==> src/logic/wd_window_pkg.sv <==
// constants and types for the communication watchdog register window
// assumes a 16-bit register request port fed by the protocol engine
package wd_window_pkg;

	// register addresses of the special window
	localparam logic [15:0] REG_COMMAND     = 16'hfa00;
	localparam logic [15:0] REG_TIMEOUT     = 16'hfa01;
	localparam logic [15:0] REG_STATE       = 16'hfa02;
	localparam logic [15:0] REG_OPTIONS     = 16'hfa03;
	localparam logic [15:0] REG_TCP_GUARD   = 16'hfa04;
	localparam logic [15:0] REG_FLASH_1     = 16'hfa0a;
	localparam logic [15:0] REG_FLASH_2     = 16'hfa0b;
	localparam logic [15:0] REG_FLASH_3     = 16'hfa0c;
	localparam logic [15:0] REG_RUN_STATE   = 16'hfa0d;
	localparam logic [15:0] REG_ORDER_0     = 16'hfa10;
	localparam logic [15:0] REG_ORDER_1     = 16'hfa11;
	localparam logic [15:0] REG_ORDER_2     = 16'hfa12;
	localparam logic [15:0] REG_ORDER_3     = 16'hfa13;
	localparam logic [15:0] REG_FW_REV      = 16'hfa14;
	localparam logic [15:0] REG_HW_REV      = 16'hfa15;
	localparam logic [15:0] REG_BOOT_REV    = 16'hfa16;
	localparam logic [15:0] REG_IMAGE_REV   = 16'hfa17;
	localparam logic [15:0] REG_HWADDR_0    = 16'hfa20;
	localparam logic [15:0] REG_HWADDR_1    = 16'hfa21;
	localparam logic [15:0] REG_HWADDR_2    = 16'hfa22;
	localparam logic [15:0] REG_IN_TOTAL    = 16'hfa40;
	localparam logic [15:0] REG_IN_ANALOG   = 16'hfa41;
	localparam logic [15:0] REG_IN_DIGITAL  = 16'hfa42;
	localparam logic [15:0] REG_OUT_TOTAL   = 16'hfa43;
	localparam logic [15:0] REG_OUT_ANALOG  = 16'hfa44;
	localparam logic [15:0] REG_OUT_DIGITAL = 16'hfa45;
	localparam logic [15:0] REG_PATTERN_A   = 16'hfaa0;
	localparam logic [15:0] REG_PATTERN_B   = 16'hfaa1;
	localparam logic [15:0] REG_PATTERN_C   = 16'hfaa2;
	localparam logic [15:0] REG_HEARTBEAT   = 16'hfafa;

	// command words
	localparam logic [15:0] CMD_START = 16'h5555;
	localparam logic [15:0] CMD_STOP  = 16'h55aa;
	localparam logic [15:0] CMD_RESET = 16'haaaa;

	// status words
	localparam logic [15:0] STAT_UNCONFIGURED = 16'hffff;
	localparam logic [15:0] STAT_STOPPED      = 16'h0000;
	localparam logic [15:0] STAT_RUNNING      = 16'h0001;
	localparam logic [15:0] STAT_EXPIRED      = 16'h0002;

	// exception codes, zero means none
	localparam logic [7:0] EXC_NONE             = 8'h00;
	localparam logic [7:0] EXC_ILLEGAL_FUNCTION = 8'h01;
	localparam logic [7:0] EXC_ILLEGAL_ADDRESS  = 8'h02;
	localparam logic [7:0] EXC_ILLEGAL_VALUE    = 8'h03;

	// option bits and reset values
	localparam int          OPT_EXPLICIT_BIT   = 0;
	localparam int          OPT_STATUS_TRG_BIT = 1;
	localparam int          OPT_CLOSE_TCP_BIT  = 2;
	localparam int          OPT_SIMPLE_BIT     = 7;
	localparam logic [15:0] OPTIONS_RESET      = 16'h0004;
	localparam logic [15:0] TIMEOUT_RESET      = 16'h0000;
	localparam logic [15:0] TCP_GUARD_RESET    = 16'h0000;
	localparam logic [15:0] HEARTBEAT_RESET    = 16'h0000;

	// fixed words
	localparam logic [15:0] IMAGE_SIZE_WORDS   = 16'h7d00;
	localparam logic [15:0] IMAGE_SIZE_BITS    = 16'h8000;
	localparam logic [15:0] PATTERN_A          = 16'h1234;
	localparam logic [15:0] PATTERN_B          = 16'haaaa;
	localparam logic [15:0] PATTERN_C          = 16'h5555;
	localparam logic [15:0] RUN_WORD_STOP      = 16'h0001;
	localparam logic [15:0] RUN_WORD_RUN       = 16'h0002;

	// millisecond tick
	localparam int CLK_PERIOD_NS  = 40;
	localparam int TICK_PERIOD_NS = 1000000;
	localparam int TICK_CYCLES    = TICK_PERIOD_NS / CLK_PERIOD_NS;

	typedef enum logic [2:0] {
		WD_STOPPED = 3'b001,
		WD_RUNNING = 3'b010,
		WD_EXPIRED = 3'b100
	} wd_state_type;

endpackage

==> src/logic/wd_timer_if.sv <==
// link between the register window and its timing helpers
// assumes all parties run on the same clock
`timescale 1ns/1ps
`default_nettype none
interface wd_timer_if;
	logic        tick;
	logic        restart;
	logic [15:0] reload;
	logic        running;
	logic        expire;

	modport ctl (input tick, input expire,
		output restart, output reload, output running);
	modport pre (output tick);
	modport cnt (input tick, input restart, input reload,
		input running, output expire);
endinterface
`default_nettype wire

==> src/logic/ms_prescaler.sv <==
// divides the system clock down to a one-cycle millisecond tick
// assumes a synchronous active-high reset
`timescale 1ns/1ps
`default_nettype none
module ms_prescaler #(
	parameter int CYCLES = wd_window_pkg::TICK_CYCLES
) (
	input wire logic i_clk,
	input wire logic i_srst,
	wd_timer_if.pre  timer
);
	localparam int W = (CYCLES > 1) ? $clog2(CYCLES) : 1;
	localparam logic [W-1:0] LAST = W'(CYCLES - 1);

	typedef struct packed {
		logic [W-1:0] count;
		logic         tick;
	} pre_type;

	pre_type r_q;
	pre_type r_d;

	always_comb begin
		r_d = r_q;
		r_d.tick = (r_q.count == LAST);
		r_d.count = (r_q.count == LAST) ? '0 : r_q.count + W'(1);
	end

	always_ff @(posedge i_clk) begin
		if (i_srst) begin
			r_q <= '0;
		end else begin
			r_q <= r_d;
		end
	end

	assign timer.tick = r_q.tick;
endmodule
`default_nettype wire

==> src/logic/wd_countdown.sv <==
// millisecond countdown of the watchdog interval
// assumes restart and running come from the register window
`timescale 1ns/1ps
`default_nettype none
module wd_countdown (
	input wire logic i_clk,
	input wire logic i_srst,
	wd_timer_if.cnt  timer
);
	typedef struct packed {
		logic [15:0] count;
		logic        expire;
	} cnt_type;

	cnt_type r_q;
	cnt_type r_d;

	always_comb begin
		r_d = r_q;
		r_d.expire = 1'b0;
		if (timer.restart) begin
			r_d.count = timer.reload;
		end else if (timer.running && timer.tick && r_q.count != 16'h0000) begin
			r_d.count = r_q.count - 16'h0001;
			r_d.expire = (r_q.count == 16'h0001);
		end
	end

	always_ff @(posedge i_clk) begin
		if (i_srst) begin
			r_q <= '0;
		end else begin
			r_q <= r_d;
		end
	end

	assign timer.expire = r_q.expire;
endmodule
`default_nettype wire

==> src/logic/modbus_comm_watchdog_regs.sv <==
// communication watchdog with its special register window
// assumes the protocol engine splits multi-word requests into single words
`timescale 1ns/1ps
`default_nettype none
module modbus_comm_watchdog_regs #(
	parameter int          TICK_CYCLES   = wd_window_pkg::TICK_CYCLES,
	// identity words, values arbitrary
	parameter logic [63:0] ORDER_CODE    = 64'h0000_0000_0000_0001,
	parameter logic [15:0] FW_REVISION   = 16'h0001,
	parameter logic [15:0] HW_REVISION   = 16'h0001,
	parameter logic [15:0] BOOT_REVISION = 16'h0001,
	parameter logic [15:0] IMAGE_REV     = 16'h0001
) (
	// clock and reset
	input  wire logic        I_CLK,
	input  wire logic        I_SRST,
	// register requests from the protocol engine
	input  wire logic        I_REQ_VALID,
	input  wire logic        I_REQ_WRITE,
	input  wire logic [15:0] I_REQ_ADDR,
	input  wire logic [15:0] I_REQ_WDATA,
	input  wire logic        I_QUERY_SEEN,
	// answers
	output logic             O_RSP_VALID,
	output logic      [15:0] O_RSP_DATA,
	output logic       [7:0] O_RSP_EXCEPTION,
	// runtime inputs
	input  wire logic [47:0] I_IO_INDICATOR_CODE,
	input  wire logic        I_CONTROLLER_RUNNING,
	input  wire logic [47:0] I_HW_ADDRESS,
	// watchdog outputs
	output logic             O_EXPIRE_EVENT,
	output logic             O_CLOSE_TCP,
	output logic      [15:0] O_WD_STATUS,
	output logic      [15:0] O_TCP_GUARD
);

	typedef struct packed {
		wd_window_pkg::wd_state_type state;
		logic [15:0]                 timeout;
		logic [15:0]                 options;
		logic [15:0]                 tcp_guard;
		logic [15:0]                 heartbeat;
		logic [15:0]                 status;
		logic                        restart;
		logic                        rsp_valid;
		logic [15:0]                 rsp_data;
		logic [7:0]                  rsp_exc;
		logic                        expire_event;
		logic                        close_tcp;
	} regs_type;

	regs_type r_q;
	regs_type r_d;

	wd_timer_if timer ();

	ms_prescaler #(
		.CYCLES (TICK_CYCLES)
	) u_prescaler (
		.i_clk  (I_CLK),
		.i_srst (I_SRST),
		.timer  (timer.pre)
	);

	wd_countdown u_countdown (
		.i_clk  (I_CLK),
		.i_srst (I_SRST),
		.timer  (timer.cnt)
	);

	// status word from state and timeout
	function automatic logic [15:0] status_word(
		input wd_window_pkg::wd_state_type st,
		input logic [15:0]                 tmo
	);
		logic [15:0] w;
		w = wd_window_pkg::STAT_STOPPED;
		if (tmo == 16'h0000) begin
			w = wd_window_pkg::STAT_UNCONFIGURED;
		end else begin
			case (st)
				wd_window_pkg::WD_RUNNING: w = wd_window_pkg::STAT_RUNNING;
				wd_window_pkg::WD_EXPIRED: w = wd_window_pkg::STAT_EXPIRED;
				default:                   w = wd_window_pkg::STAT_STOPPED;
			endcase
		end
		return w;
	endfunction

	logic unconf;
	logic simple;
	logic explicit_only;
	logic trig;
	logic read_only;
	logic [7:0] exc;
	logic [15:0] rdata;

	always_comb begin
		r_d = r_q;
		r_d.rsp_valid = 1'b0;
		r_d.rsp_data = 16'h0000;
		r_d.rsp_exc = wd_window_pkg::EXC_NONE;
		r_d.restart = 1'b0;
		r_d.expire_event = 1'b0;
		r_d.close_tcp = 1'b0;
		unconf = (r_q.timeout == 16'h0000);
		simple = r_q.options[wd_window_pkg::OPT_SIMPLE_BIT];
		explicit_only = r_q.options[wd_window_pkg::OPT_EXPLICIT_BIT];
		trig = 1'b0;
		read_only = 1'b1;
		exc = wd_window_pkg::EXC_NONE;
		rdata = 16'h0000;

		if (timer.tick) begin
			r_d.heartbeat = r_q.heartbeat + 16'h0001;
		end

		// requests elsewhere in the map count unless explicit-only
		if (I_QUERY_SEEN && !explicit_only) begin
			trig = 1'b1;
		end

		if (I_REQ_VALID) begin
			// window accesses other than the status read are ordinary queries
			if (!explicit_only && I_REQ_ADDR != wd_window_pkg::REG_STATE) begin
				trig = 1'b1;
			end

			if (I_REQ_ADDR == wd_window_pkg::REG_COMMAND) begin
				read_only = 1'b0;
				if (I_REQ_WRITE) begin
					if (I_REQ_WDATA == wd_window_pkg::CMD_START) begin
						if (unconf || r_q.state == wd_window_pkg::WD_EXPIRED) begin
							exc = wd_window_pkg::EXC_ILLEGAL_VALUE;
						end else if (r_q.state == wd_window_pkg::WD_RUNNING) begin
							trig = 1'b1;
						end else begin
							r_d.state = wd_window_pkg::WD_RUNNING;
							r_d.restart = 1'b1;
						end
					end else if (I_REQ_WDATA == wd_window_pkg::CMD_STOP) begin
						if (unconf || simple) begin
							exc = wd_window_pkg::EXC_ILLEGAL_VALUE;
						end else begin
							r_d.state = wd_window_pkg::WD_STOPPED;
						end
					end else if (I_REQ_WDATA == wd_window_pkg::CMD_RESET) begin
						if (r_q.state != wd_window_pkg::WD_EXPIRED || simple) begin
							exc = wd_window_pkg::EXC_ILLEGAL_VALUE;
						end else begin
							r_d.state = wd_window_pkg::WD_STOPPED;
						end
					end else begin
						exc = wd_window_pkg::EXC_ILLEGAL_VALUE;
					end
				end
			end else if (I_REQ_ADDR == wd_window_pkg::REG_TIMEOUT) begin
				read_only = 1'b0;
				rdata = r_q.timeout;
				if (I_REQ_WRITE) begin
					if (r_q.state != wd_window_pkg::WD_STOPPED) begin
						exc = wd_window_pkg::EXC_ILLEGAL_FUNCTION;
					end else begin
						r_d.timeout = I_REQ_WDATA;
						// a zero write stays inactive and unconfigured
						if (simple && I_REQ_WDATA != 16'h0000) begin
							r_d.state = wd_window_pkg::WD_RUNNING;
							r_d.restart = 1'b1;
						end else begin
							r_d.state = wd_window_pkg::WD_STOPPED;
						end
					end
				end
			end else if (I_REQ_ADDR == wd_window_pkg::REG_STATE) begin
				rdata = r_q.status;
				if (!I_REQ_WRITE &&
					r_q.options[wd_window_pkg::OPT_STATUS_TRG_BIT]) begin
					trig = 1'b1;
				end
			end else if (I_REQ_ADDR == wd_window_pkg::REG_OPTIONS) begin
				read_only = 1'b0;
				rdata = r_q.options;
				if (I_REQ_WRITE) begin
					if (!simple && r_q.state != wd_window_pkg::WD_STOPPED) begin
						exc = wd_window_pkg::EXC_ILLEGAL_FUNCTION;
					end else begin
						r_d.options = I_REQ_WDATA;
						// leaving simple mode is the only way to stop it
						if (simple && !I_REQ_WDATA[wd_window_pkg::OPT_SIMPLE_BIT]) begin
							r_d.state = wd_window_pkg::WD_STOPPED;
						end
					end
				end
			end else if (I_REQ_ADDR == wd_window_pkg::REG_TCP_GUARD) begin
				read_only = 1'b0;
				rdata = r_q.tcp_guard;
				if (I_REQ_WRITE) begin
					r_d.tcp_guard = I_REQ_WDATA;
				end
			end else if (I_REQ_ADDR == wd_window_pkg::REG_FLASH_1) begin
				rdata = I_IO_INDICATOR_CODE[47:32];
			end else if (I_REQ_ADDR == wd_window_pkg::REG_FLASH_2) begin
				rdata = I_IO_INDICATOR_CODE[31:16];
			end else if (I_REQ_ADDR == wd_window_pkg::REG_FLASH_3) begin
				rdata = I_IO_INDICATOR_CODE[15:0];
			end else if (I_REQ_ADDR == wd_window_pkg::REG_RUN_STATE) begin
				rdata = I_CONTROLLER_RUNNING ? wd_window_pkg::RUN_WORD_RUN
					: wd_window_pkg::RUN_WORD_STOP;
			end else if (I_REQ_ADDR == wd_window_pkg::REG_ORDER_0) begin
				rdata = ORDER_CODE[63:48];
			end else if (I_REQ_ADDR == wd_window_pkg::REG_ORDER_1) begin
				rdata = ORDER_CODE[47:32];
			end else if (I_REQ_ADDR == wd_window_pkg::REG_ORDER_2) begin
				rdata = ORDER_CODE[31:16];
			end else if (I_REQ_ADDR == wd_window_pkg::REG_ORDER_3) begin
				rdata = ORDER_CODE[15:0];
			end else if (I_REQ_ADDR == wd_window_pkg::REG_FW_REV) begin
				rdata = FW_REVISION;
			end else if (I_REQ_ADDR == wd_window_pkg::REG_HW_REV) begin
				rdata = HW_REVISION;
			end else if (I_REQ_ADDR == wd_window_pkg::REG_BOOT_REV) begin
				rdata = BOOT_REVISION;
			end else if (I_REQ_ADDR == wd_window_pkg::REG_IMAGE_REV) begin
				rdata = IMAGE_REV;
			end else if (I_REQ_ADDR == wd_window_pkg::REG_HWADDR_0) begin
				rdata = I_HW_ADDRESS[47:32];
			end else if (I_REQ_ADDR == wd_window_pkg::REG_HWADDR_1) begin
				rdata = I_HW_ADDRESS[31:16];
			end else if (I_REQ_ADDR == wd_window_pkg::REG_HWADDR_2) begin
				rdata = I_HW_ADDRESS[15:0];
			end else if (I_REQ_ADDR == wd_window_pkg::REG_IN_TOTAL ||
				I_REQ_ADDR == wd_window_pkg::REG_IN_ANALOG ||
				I_REQ_ADDR == wd_window_pkg::REG_OUT_TOTAL ||
				I_REQ_ADDR == wd_window_pkg::REG_OUT_ANALOG) begin
				rdata = wd_window_pkg::IMAGE_SIZE_WORDS;
			end else if (I_REQ_ADDR == wd_window_pkg::REG_IN_DIGITAL ||
				I_REQ_ADDR == wd_window_pkg::REG_OUT_DIGITAL) begin
				rdata = wd_window_pkg::IMAGE_SIZE_BITS;
			end else if (I_REQ_ADDR == wd_window_pkg::REG_PATTERN_A) begin
				rdata = wd_window_pkg::PATTERN_A;
			end else if (I_REQ_ADDR == wd_window_pkg::REG_PATTERN_B) begin
				rdata = wd_window_pkg::PATTERN_B;
			end else if (I_REQ_ADDR == wd_window_pkg::REG_PATTERN_C) begin
				rdata = wd_window_pkg::PATTERN_C;
			end else if (I_REQ_ADDR == wd_window_pkg::REG_HEARTBEAT) begin
				rdata = r_q.heartbeat;
			end else begin
				exc = wd_window_pkg::EXC_ILLEGAL_ADDRESS;
			end

			// writes to read-only words change nothing
			if (I_REQ_WRITE && read_only) begin
				exc = wd_window_pkg::EXC_ILLEGAL_ADDRESS;
			end
			// refused requests are never triggers
			if (exc != wd_window_pkg::EXC_NONE) begin
				trig = 1'b0;
				rdata = 16'h0000;
			end
			// the command register reads back as zero
			if (I_REQ_WRITE || I_REQ_ADDR == wd_window_pkg::REG_COMMAND) begin
				rdata = 16'h0000;
			end
			r_d.rsp_valid = 1'b1;
			r_d.rsp_data = rdata;
			r_d.rsp_exc = exc;
		end

		// a trigger reloads the interval; simple mode also revives expiry
		if (trig) begin
			if (r_d.state == wd_window_pkg::WD_RUNNING) begin
				r_d.restart = 1'b1;
			end else if (r_d.state == wd_window_pkg::WD_EXPIRED && simple &&
				!unconf) begin
				r_d.state = wd_window_pkg::WD_RUNNING;
				r_d.restart = 1'b1;
			end
		end

		// a trigger in the expiry cycle wins and keeps the watchdog alive
		if (timer.expire && r_q.state == wd_window_pkg::WD_RUNNING &&
			r_d.state == wd_window_pkg::WD_RUNNING && !r_d.restart) begin
			r_d.state = wd_window_pkg::WD_EXPIRED;
			r_d.expire_event = 1'b1;
			r_d.close_tcp = r_q.options[wd_window_pkg::OPT_CLOSE_TCP_BIT];
		end

		r_d.status = status_word(r_d.state, r_d.timeout);
	end

	always_ff @(posedge I_CLK) begin
		if (I_SRST) begin
			r_q.state <= wd_window_pkg::WD_STOPPED;
			r_q.timeout <= wd_window_pkg::TIMEOUT_RESET;
			r_q.options <= wd_window_pkg::OPTIONS_RESET;
			r_q.tcp_guard <= wd_window_pkg::TCP_GUARD_RESET;
			r_q.heartbeat <= wd_window_pkg::HEARTBEAT_RESET;
			r_q.status <= wd_window_pkg::STAT_UNCONFIGURED;
			r_q.restart <= 1'b0;
			r_q.rsp_valid <= 1'b0;
			r_q.rsp_data <= 16'h0000;
			r_q.rsp_exc <= wd_window_pkg::EXC_NONE;
			r_q.expire_event <= 1'b0;
			r_q.close_tcp <= 1'b0;
		end else begin
			r_q <= r_d;
		end
	end

	// timer hand-off uses registered values only
	assign timer.restart = r_q.restart;
	assign timer.reload = r_q.timeout;
	assign timer.running = (r_q.state == wd_window_pkg::WD_RUNNING);

	assign O_RSP_VALID = r_q.rsp_valid;
	assign O_RSP_DATA = r_q.rsp_data;
	assign O_RSP_EXCEPTION = r_q.rsp_exc;
	assign O_EXPIRE_EVENT = r_q.expire_event;
	assign O_CLOSE_TCP = r_q.close_tcp;
	assign O_WD_STATUS = r_q.status;
	assign O_TCP_GUARD = r_q.tcp_guard;

endmodule
`default_nettype wire

==> config.mk <==
export PLATFORM = sky130hd
export DESIGN_NAME = modbus_comm_watchdog_regs
export DESIGN_NICKNAME = d
export VERILOG_FILES = /design/src/logic/wd_window_pkg.sv /design/src/logic/wd_timer_if.sv /design/src/logic/ms_prescaler.sv /design/src/logic/wd_countdown.sv /design/src/logic/modbus_comm_watchdog_regs.sv
export SDC_FILE = /design/constraint.sdc
export NUM_CORES = 1
export LEC_CHECK = 0
export ABC_AREA = 1
export BUFFER_PORTS_ARGS = -buffer_cell sky130_fd_sc_hd__buf_2
export CORE_MARGIN = 2
export CORE_UTILIZATION = 41
export CTS_BUF_LIST = sky130_fd_sc_hd__clkbuf_8
export DETAILED_ROUTE_END_ITERATION = 10
export HOLD_SLACK_MARGIN = 0.15
export PLACE_DENSITY = 0.72
export SYNTH_ARGS = -nofsm -noshare
export SYNTH_HDL_FRONTEND = slang
export SYNTH_HIERARCHICAL = 1
export SYNTH_SLANG_ARGS = --single-unit
==> constraint.sdc <==
create_clock -name I_CLK -period 3.66 [get_ports I_CLK]
set_clock_uncertainty 0.2 [all_clocks]
set_input_delay 0.732 -clock I_CLK [delete_from_list [all_inputs] [get_ports I_CLK]]
set_output_delay 0.732 -clock I_CLK [all_outputs]
set_load 0.03 [all_outputs]
After elaboration in Yosys (flattened, before gate mapping):

Cells that the tools add are included.

* multiplexer cells: 136
* $add $sub $neg: 3
* reduce and logical (&&, ||, !) cells: 42
* bitwise operators: 8
* equal/unequal tests: 45

Operators with widths (count)
* $mux W16: 36
* $eq A16 B16 Y1 const B: 31
* $mux W8: 10
* $mux W32: 2
* $mux W3: 19
* $mux W2: 28
* $mux W51: 1
* $mux W48: 1
* $mux W19: 2
* $mux W1: 34
* $eq A16 B15 Y1 const B: 2
* $logic_not A16 Y1: 2
* $reduce_bool A16 Y1: 2
* $mux W26: 1
* $mux W17: 1
* $add A16 B1 Y16 const B: 1
* $eq A16 B1 Y1 const B: 1
* $ne A16 B16 Y1 const B: 1
* $sub A16 B1 Y16 const B: 1
* $add A15 B1 Y15 const B: 1
* $eq A15 B15 Y1 const B: 1
* $logic_and A1 B1 Y1: 14
* $reduce_and A7 Y1: 2
* $eq A3 B2 Y1 const B: 4
* 12 further kinds: 36

* bits of input ports: 134
* register bits: 144
* word-level logic and storage cells: 250
* output and inout bits: 59

Longest topological paths before layout:

* word-level depth: 41
* gate-level depth with buffers: 20
* depth with buffers taken out: 20

Cells and area by module:

The synthesis kept the hierarchy.

Modules (own cells, without submodules)
* modbus_comm_watchdog_regs: cells an instance 1008, instances 1, area each 6377.4 um^2, sequential area each 1841.8 um^2
* wd_countdown: cells an instance 212, instances 1, area each 1275.0 um^2, sequential area each 340.3 um^2
* ms_prescaler: cells an instance 121, instances 1, area each 809.5 um^2, sequential area each 320.3 um^2

Worst setup path before layout:

OpenSTA, ideal clock, no wires.

* kind: input port to flip-flop
* start point: in I_REQ_ADDR[15]
* end point: reg r_q, in the netlist O_RSP_DATA[13]
* arrival: 2.283 ns
* stages: 14
* path slack: 1.058 ns
* data required time: 3.341 ns
* path buffers: 3
* library setup time: 0.119 ns
* cell sequence: nand2_1 inv_1 nand2_1 nor2_8 buf_6 buf_6 nand2_1 buf_2 o21ai_0 o211ai_1 a22oi_1 nand3_1 o31ai_1 inv_1

* cells in the longest elaborated chain, start to end: 31
* elaborated cells on any way between the ends: 97
* those cells by class: eq/ne: 30; mux: 59; reduce/logical: 8

Ends and longest elaborated chain
* start: declaration: RTL line modbus_comm_watchdog_regs.sv:20 `input wire logic [15:0] I_REQ_ADDR,`
* $eq A16 B16 Y1: RTL line modbus_comm_watchdog_regs.sv:246 `end else if (I_REQ_ADDR == wd_window_pkg::REG_HEARTBEAT) begin`
* $mux W2: RTL line modbus_comm_watchdog_regs.sv:246
* $mux W2: RTL line modbus_comm_watchdog_regs.sv:244 `end else if (I_REQ_ADDR == wd_window_pkg::REG_PATTERN_C) begin`
* $mux W2: RTL line modbus_comm_watchdog_regs.sv:242 `end else if (I_REQ_ADDR == wd_window_pkg::REG_PATTERN_B) begin`
* $mux W2: RTL line modbus_comm_watchdog_regs.sv:240 `end else if (I_REQ_ADDR == wd_window_pkg::REG_PATTERN_A) begin`
* $mux W2: RTL line modbus_comm_watchdog_regs.sv:237 `end else if (I_REQ_ADDR == wd_window_pkg::REG_IN_DIGITAL ||`
* $mux W2: RTL line modbus_comm_watchdog_regs.sv:232 `end else if (I_REQ_ADDR == wd_window_pkg::REG_IN_TOTAL ||`
* $mux W2: RTL line modbus_comm_watchdog_regs.sv:230 `end else if (I_REQ_ADDR == wd_window_pkg::REG_HWADDR_2) begin`
* [... 15 more ...]
* $mux W8: RTL line modbus_comm_watchdog_regs.sv:181 `end else if (I_REQ_ADDR == wd_window_pkg::REG_OPTIONS) begin`
* $mux W8: RTL line modbus_comm_watchdog_regs.sv:175 `end else if (I_REQ_ADDR == wd_window_pkg::REG_STATE) begin`
* $mux W8: RTL line modbus_comm_watchdog_regs.sv:158 `end else if (I_REQ_ADDR == wd_window_pkg::REG_TIMEOUT) begin`
* $mux W8: RTL line modbus_comm_watchdog_regs.sv:130 `if (I_REQ_ADDR == wd_window_pkg::REG_COMMAND) begin`
* $mux W8: RTL line modbus_comm_watchdog_regs.sv:253 `if (I_REQ_WRITE && read_only) begin`
* $mux W8: RTL line modbus_comm_watchdog_regs.sv:124 `if (I_REQ_VALID) begin`
* $reduce_bool A8 Y1: RTL line modbus_comm_watchdog_regs.sv:257 `if (exc != wd_window_pkg::EXC_NONE) begin`
* $reduce_or A5 Y1 (no line)
* end signal: assignment: RTL line modbus_comm_watchdog_regs.sv:307 `r_q <= r_d;`
* end: declaration: RTL line modbus_comm_watchdog_regs.sv:53 `regs_type r_q;`

Parallel ways exist; a longest one is shown, timed or not. The select of a mux whose other input is x is not followed.
A chain may end at the register's enable or synchronous reset.

Worst setup path in the final report:

* start point: in I_REQ_ADDR[8]
* end point: reg r_q, in the netlist O_RSP_DATA[1]

The elaborated chain is that of the path after synthesis.

==> flow_results.org <==
** Logic synthesis
- Post-synthesis sequential area ratio :: 0.2957
- In the synthesized netlist the dominant register cell turns out to be sky130_fd_sc_hd__dfxtp_1.
- Compound-cell area share of the yosys netlist :: 0.1338
- After synthesis, the share of flip-flops with an asynchronous set or reset is 0.
- Synthesized-area fraction occupied by xor and xnor cells :: 0.01242
- After synthesis, the largest family of logic cells by area is simple AND/OR/NAND/NOR gates.
- During synthesis, Yosys emitted a total of 6 warnings.
- After synthesis, the netlist uses 60 different library cells.
- EDFF count, synth :: 0
- Top cells by area in the synthesized netlist :: sky130_fd_sc_hd__dfxtp_1 (30%), sky130_fd_sc_hd__nand2_1 (13%), sky130_fd_sc_hd__nor2_1 (9.7%)
- Post-synthesis share of cell area spent on and, or, nand and nor gates :: 0.3884
- Synth area leader :: sky130_fd_sc_hd__dfxtp_1
- The average instance in the mapped netlist occupies 6.310 sq um.
- Portion of netlist area occupied by mux cells :: 0.001183
- Ranked by instance count, the synthesized netlist is headed by sky130_fd_sc_hd__nand2_1 (286), sky130_fd_sc_hd__nor2_1 (219), sky130_fd_sc_hd__inv_1 (178), sky130_fd_sc_hd__dfxtp_1 (125), sky130_fd_sc_hd__nand3_1 (121).
- The cell count after synthesis came out at 1341.
- Synthesis inferred 125 register bits.
- Cell area after technology mapping :: 8462 sq um
- Most common cell in the netlist :: sky130_fd_sc_hd__nand2_1
- Of the post-synthesis cell area, the dominant cell type holds 0.2957.
- Of the total synthesized cell area, the portion taken by full adders, half adders and majority gates is 0.007393.

** Clock network
- Clock Tree Root :: sky130_fd_sc_hd__clkbuf_8
- After clock tree synthesis, the clock-pin slew on the worst setup and hold paths is 0.08 ns.
- Clock sink count :: 125
- Clock insertion delay at the later pin of the skew report :: 0.46 ns
- TritonCTS clock tree :: built
- In this run, CTS created clock tree buffers numbering 17.
- In this run the number of H-tree levels came out at 4.
- In this run the post-CTS setup repair buffer count came out at 0.
- The number of hold buffers added after CTS was 0.
- Once the clock tree was built, the resizer swapped 0 gates to a different size.
- Deepest clock path buffer count :: 2

** Worst setup path
- STA classifies the critical path endpoint as a flip-flop.
- CP Class :: input pin to flip-flop
- STA classifies the critical path startpoint as an input pin.
- Of all nets on the critical path, the largest fanout is 37.
- Critical R2R Launch :: u_prescaler/timer.tick
- For the worst setup path, the data arrival time is 3.15 ns.
- Worst setup path startpoint :: I_REQ_ADDR[8]
- For the worst setup path, the data required time is 3.85 ns.

** Flow run
- Max-cap violations in this run came to 0.

** Drt
- Final antenna-violating net count :: 0
- Number of design rule violations left after detail routing :: 0
- The routed design has 27080 microns of wire.
- After detailed routing, the number of vias per cell comes to 5.180.
- After the first detailed-routing iteration, the DRC count stood at 783.
- Routed via count :: 9076
- Detailed-router iteration count before antenna repair :: 6
- After detailed routing, the average wire length per cell comes to 15.46 microns.

** Placed design
- Post-detail-place hpwl :: 21660 microns
- Including well taps, the total number of placed cells is 1721.
- The count of buffers added on input and output ports is 186.
- Gpl congestion :: 0.9886
- Summing all placed instances gives a cell area of 9254 sq um.

** Layout
- Final nets :: 1609
- Relative to the synthesized area, the layout overhead comes to 13.96%.
- Number of filler instances in the final layout :: 2129
- The finished cells cover 9643 sq um.
- In the final layout, the share of cells above drive strength 1 is 0.1991.
- Diode count :: 0
- Cell Count, Final, Fillers Out :: 1752

** Timing
- Setup repair after global routing left no endpoint under its margin.
- The number of failing hold endpoints at the final stage is 0.
- The smallest clock period supported by the final layout is computed as 2.969 ns.
- Transition time of the tightest slew-check pin :: 0.6644 ns
- F_max :: 336.8 MHz
- Worst max-slew margin expressed relative to the limit :: 0.5537
- Dividing the final minimum period by the clock period gives 0.8113.
- Final-report setup violation count :: 0
- Summed over all failing endpoints, the final setup total negative slack is 0 ns.
- Number of pins exceeding their max-slew limit in the final report :: 0

** Status
- Outcome :: finished clean

** Global route
- In the global route stage, overall resource usage came out at 0.2469.
- Entering global routing, the biggest net connects 59 pins.
- The number of antenna violations at the first check in global routing came to 0.
- Overflow after GRT :: 0
- First-pass GRT wire length :: 42560 microns
- Vias in the first global route :: 8299

** Floorplanning
- Die outline height :: 147.7 microns
- Row generation in the floorplan step produced 52 rows.
- The die covers 21800 sq um.
- Ports :: 193
- Core Footprint :: 20230 sq um
- Effective utilization at floorplan :: 0.4182
- Horizontal die dimension :: 147.7 microns

** Power and ir drop
- Power comes to 2.791 mW.
- Power density normalized to cell area :: 289.4 nW/um^2
- Static Leakage :: 4.742 nW
- Peak supply drop :: 0.2723 mV

** Min path
- The worst hold path begins at u_prescaler/r_q[1].
- Hold/Removal Path Class :: flip-flop to flip-flop
through the flow:
stage          setup slack (ns)  utilization  hold slack [ns]
3_3_place_gp             0.3132       0.4573           0.2442
3_5_place_dp             0.2997       0.4573           0.2557
4_1_cts                  0.7685       0.4766           0.2695
6_report                 0.6906       0.4766           0.2705
5_1_grt                  0.4825       0.4766           0.2883
2_1_floorplan             1.058            -           0.2298
power breakdown:
part | internal, mW | switching [mW] | total, mW | leakage (nW)
registers | 1.36 | 0.00300 | 1.37 | 1.01
logic | 0.0731 | 0.128 | 0.202 | 3.54
clock network | 0.621 | 0.602 | 1.22 | 0.197
state kept, by name, indices dropped and copies added, names as in the netlist, 2 cells and up:
signal	cells
O_TCP_GUARD	16
r_q	34
u_prescaler/r_q	15
u_countdown/r_q	16
O_RSP_DATA	16
O_RSP_EXCEPTION	2
O_WD_STATUS	3
timer.reload	16
logic make-up (layout without fill, tap and decap cells):
group / count (synthesis) / after routing
AO/OA/AOI/OAI: 184 / 184
flip-flops: 125 / 125
other: 1 / 6
AND/OR/NAND/NOR: 728 / 728
multiplexers: 1 / 1
XOR/XNOR: 12 / 12
buffers and inverters: 285 / 421
adder cells (fa/ha/maj): 5 / 5
worst paths after layout:
| path | cells after the start | to | slack (ns) |
|---|---|---|---|
| hold / removal | 1 | u_prescaler/r_q[1] | 0.27 |
| setup / recovery | 16 | O_RSP_DATA[1] | 0.69 |
| setup reg to reg | 13 | r_q[59] | 1.05 |
| hold reg to reg | 1 | u_prescaler/r_q[1] | 0.27 |
final cells by class:
type,instances,area [sq um],share of cell area
Multi-Input combinational cell,936,4634,0.4806
Sequential cell,125,2502,0.2595
Timing Repair Buffer,203,1071,0.1111
Inverter,187,708.2,0.07344
Tap cell,270,337.8,0.03503
Clock buffer,18,247.7,0.02569
Clock inverter,13,141.4,0.01466
layout by cell type (no fill, tap or decap), types with 6 or more instances in the layout:
cell	instances
sky130_fd_sc_hd__nor2_1	219
sky130_fd_sc_hd__nand4_1	28
sky130_fd_sc_hd__a211oi_1	31
sky130_fd_sc_hd__conb_1	6
sky130_fd_sc_hd__xor2_1	9
sky130_fd_sc_hd__nor2_4	6
sky130_fd_sc_hd__nand2_2	10
sky130_fd_sc_hd__clkbuf_8	18
sky130_fd_sc_hd__nand2_1	286
sky130_fd_sc_hd__buf_2	186
sky130_fd_sc_hd__inv_1	179
sky130_fd_sc_hd__a21oi_1	51
sky130_fd_sc_hd__dfxtp_1	125
sky130_fd_sc_hd__nor2_2	16
sky130_fd_sc_hd__nand3_1	121
sky130_fd_sc_hd__nor3_1	13
sky130_fd_sc_hd__buf_4	16
sky130_fd_sc_hd__o21ai_0	54
sky130_fd_sc_hd__a22o_1	7
sky130_fd_sc_hd__o211ai_1	6
metal layers:
metal / up-vias / GRT usage / share of wire
li1: 4525 / - / -
met1: 4097 / 0.3401 / 0.45
met2: 398 / 0.3826 / 0.44
met3: 56 / 0.05340 / 0.088
met4: 0 / 0.08510 / 0.026
met5: - / 0 / 0
worst max-delay path: stages:
cell                      delay [ns]
sky130_fd_sc_hd__buf_2          0.11
sky130_fd_sc_hd__nor2_2         0.11
sky130_fd_sc_hd__nand2_2        0.10
sky130_fd_sc_hd__nor2_8         0.43
sky130_fd_sc_hd__nand3_1        0.34
sky130_fd_sc_hd__nand2_1        0.13
sky130_fd_sc_hd__inv_1          0.04
sky130_fd_sc_hd__nand2_1        0.06
sky130_fd_sc_hd__nor2_1         0.04
sky130_fd_sc_hd__nand3_1        0.13
sky130_fd_sc_hd__nand2_1        0.07
sky130_fd_sc_hd__nor2_1         0.09
sky130_fd_sc_hd__nand4_1        0.22
sky130_fd_sc_hd__inv_2          0.29
sky130_fd_sc_hd__o21ai_0        0.13
sky130_fd_sc_hd__a21oi_1        0.12
Power figures use the tool's default switching activity.
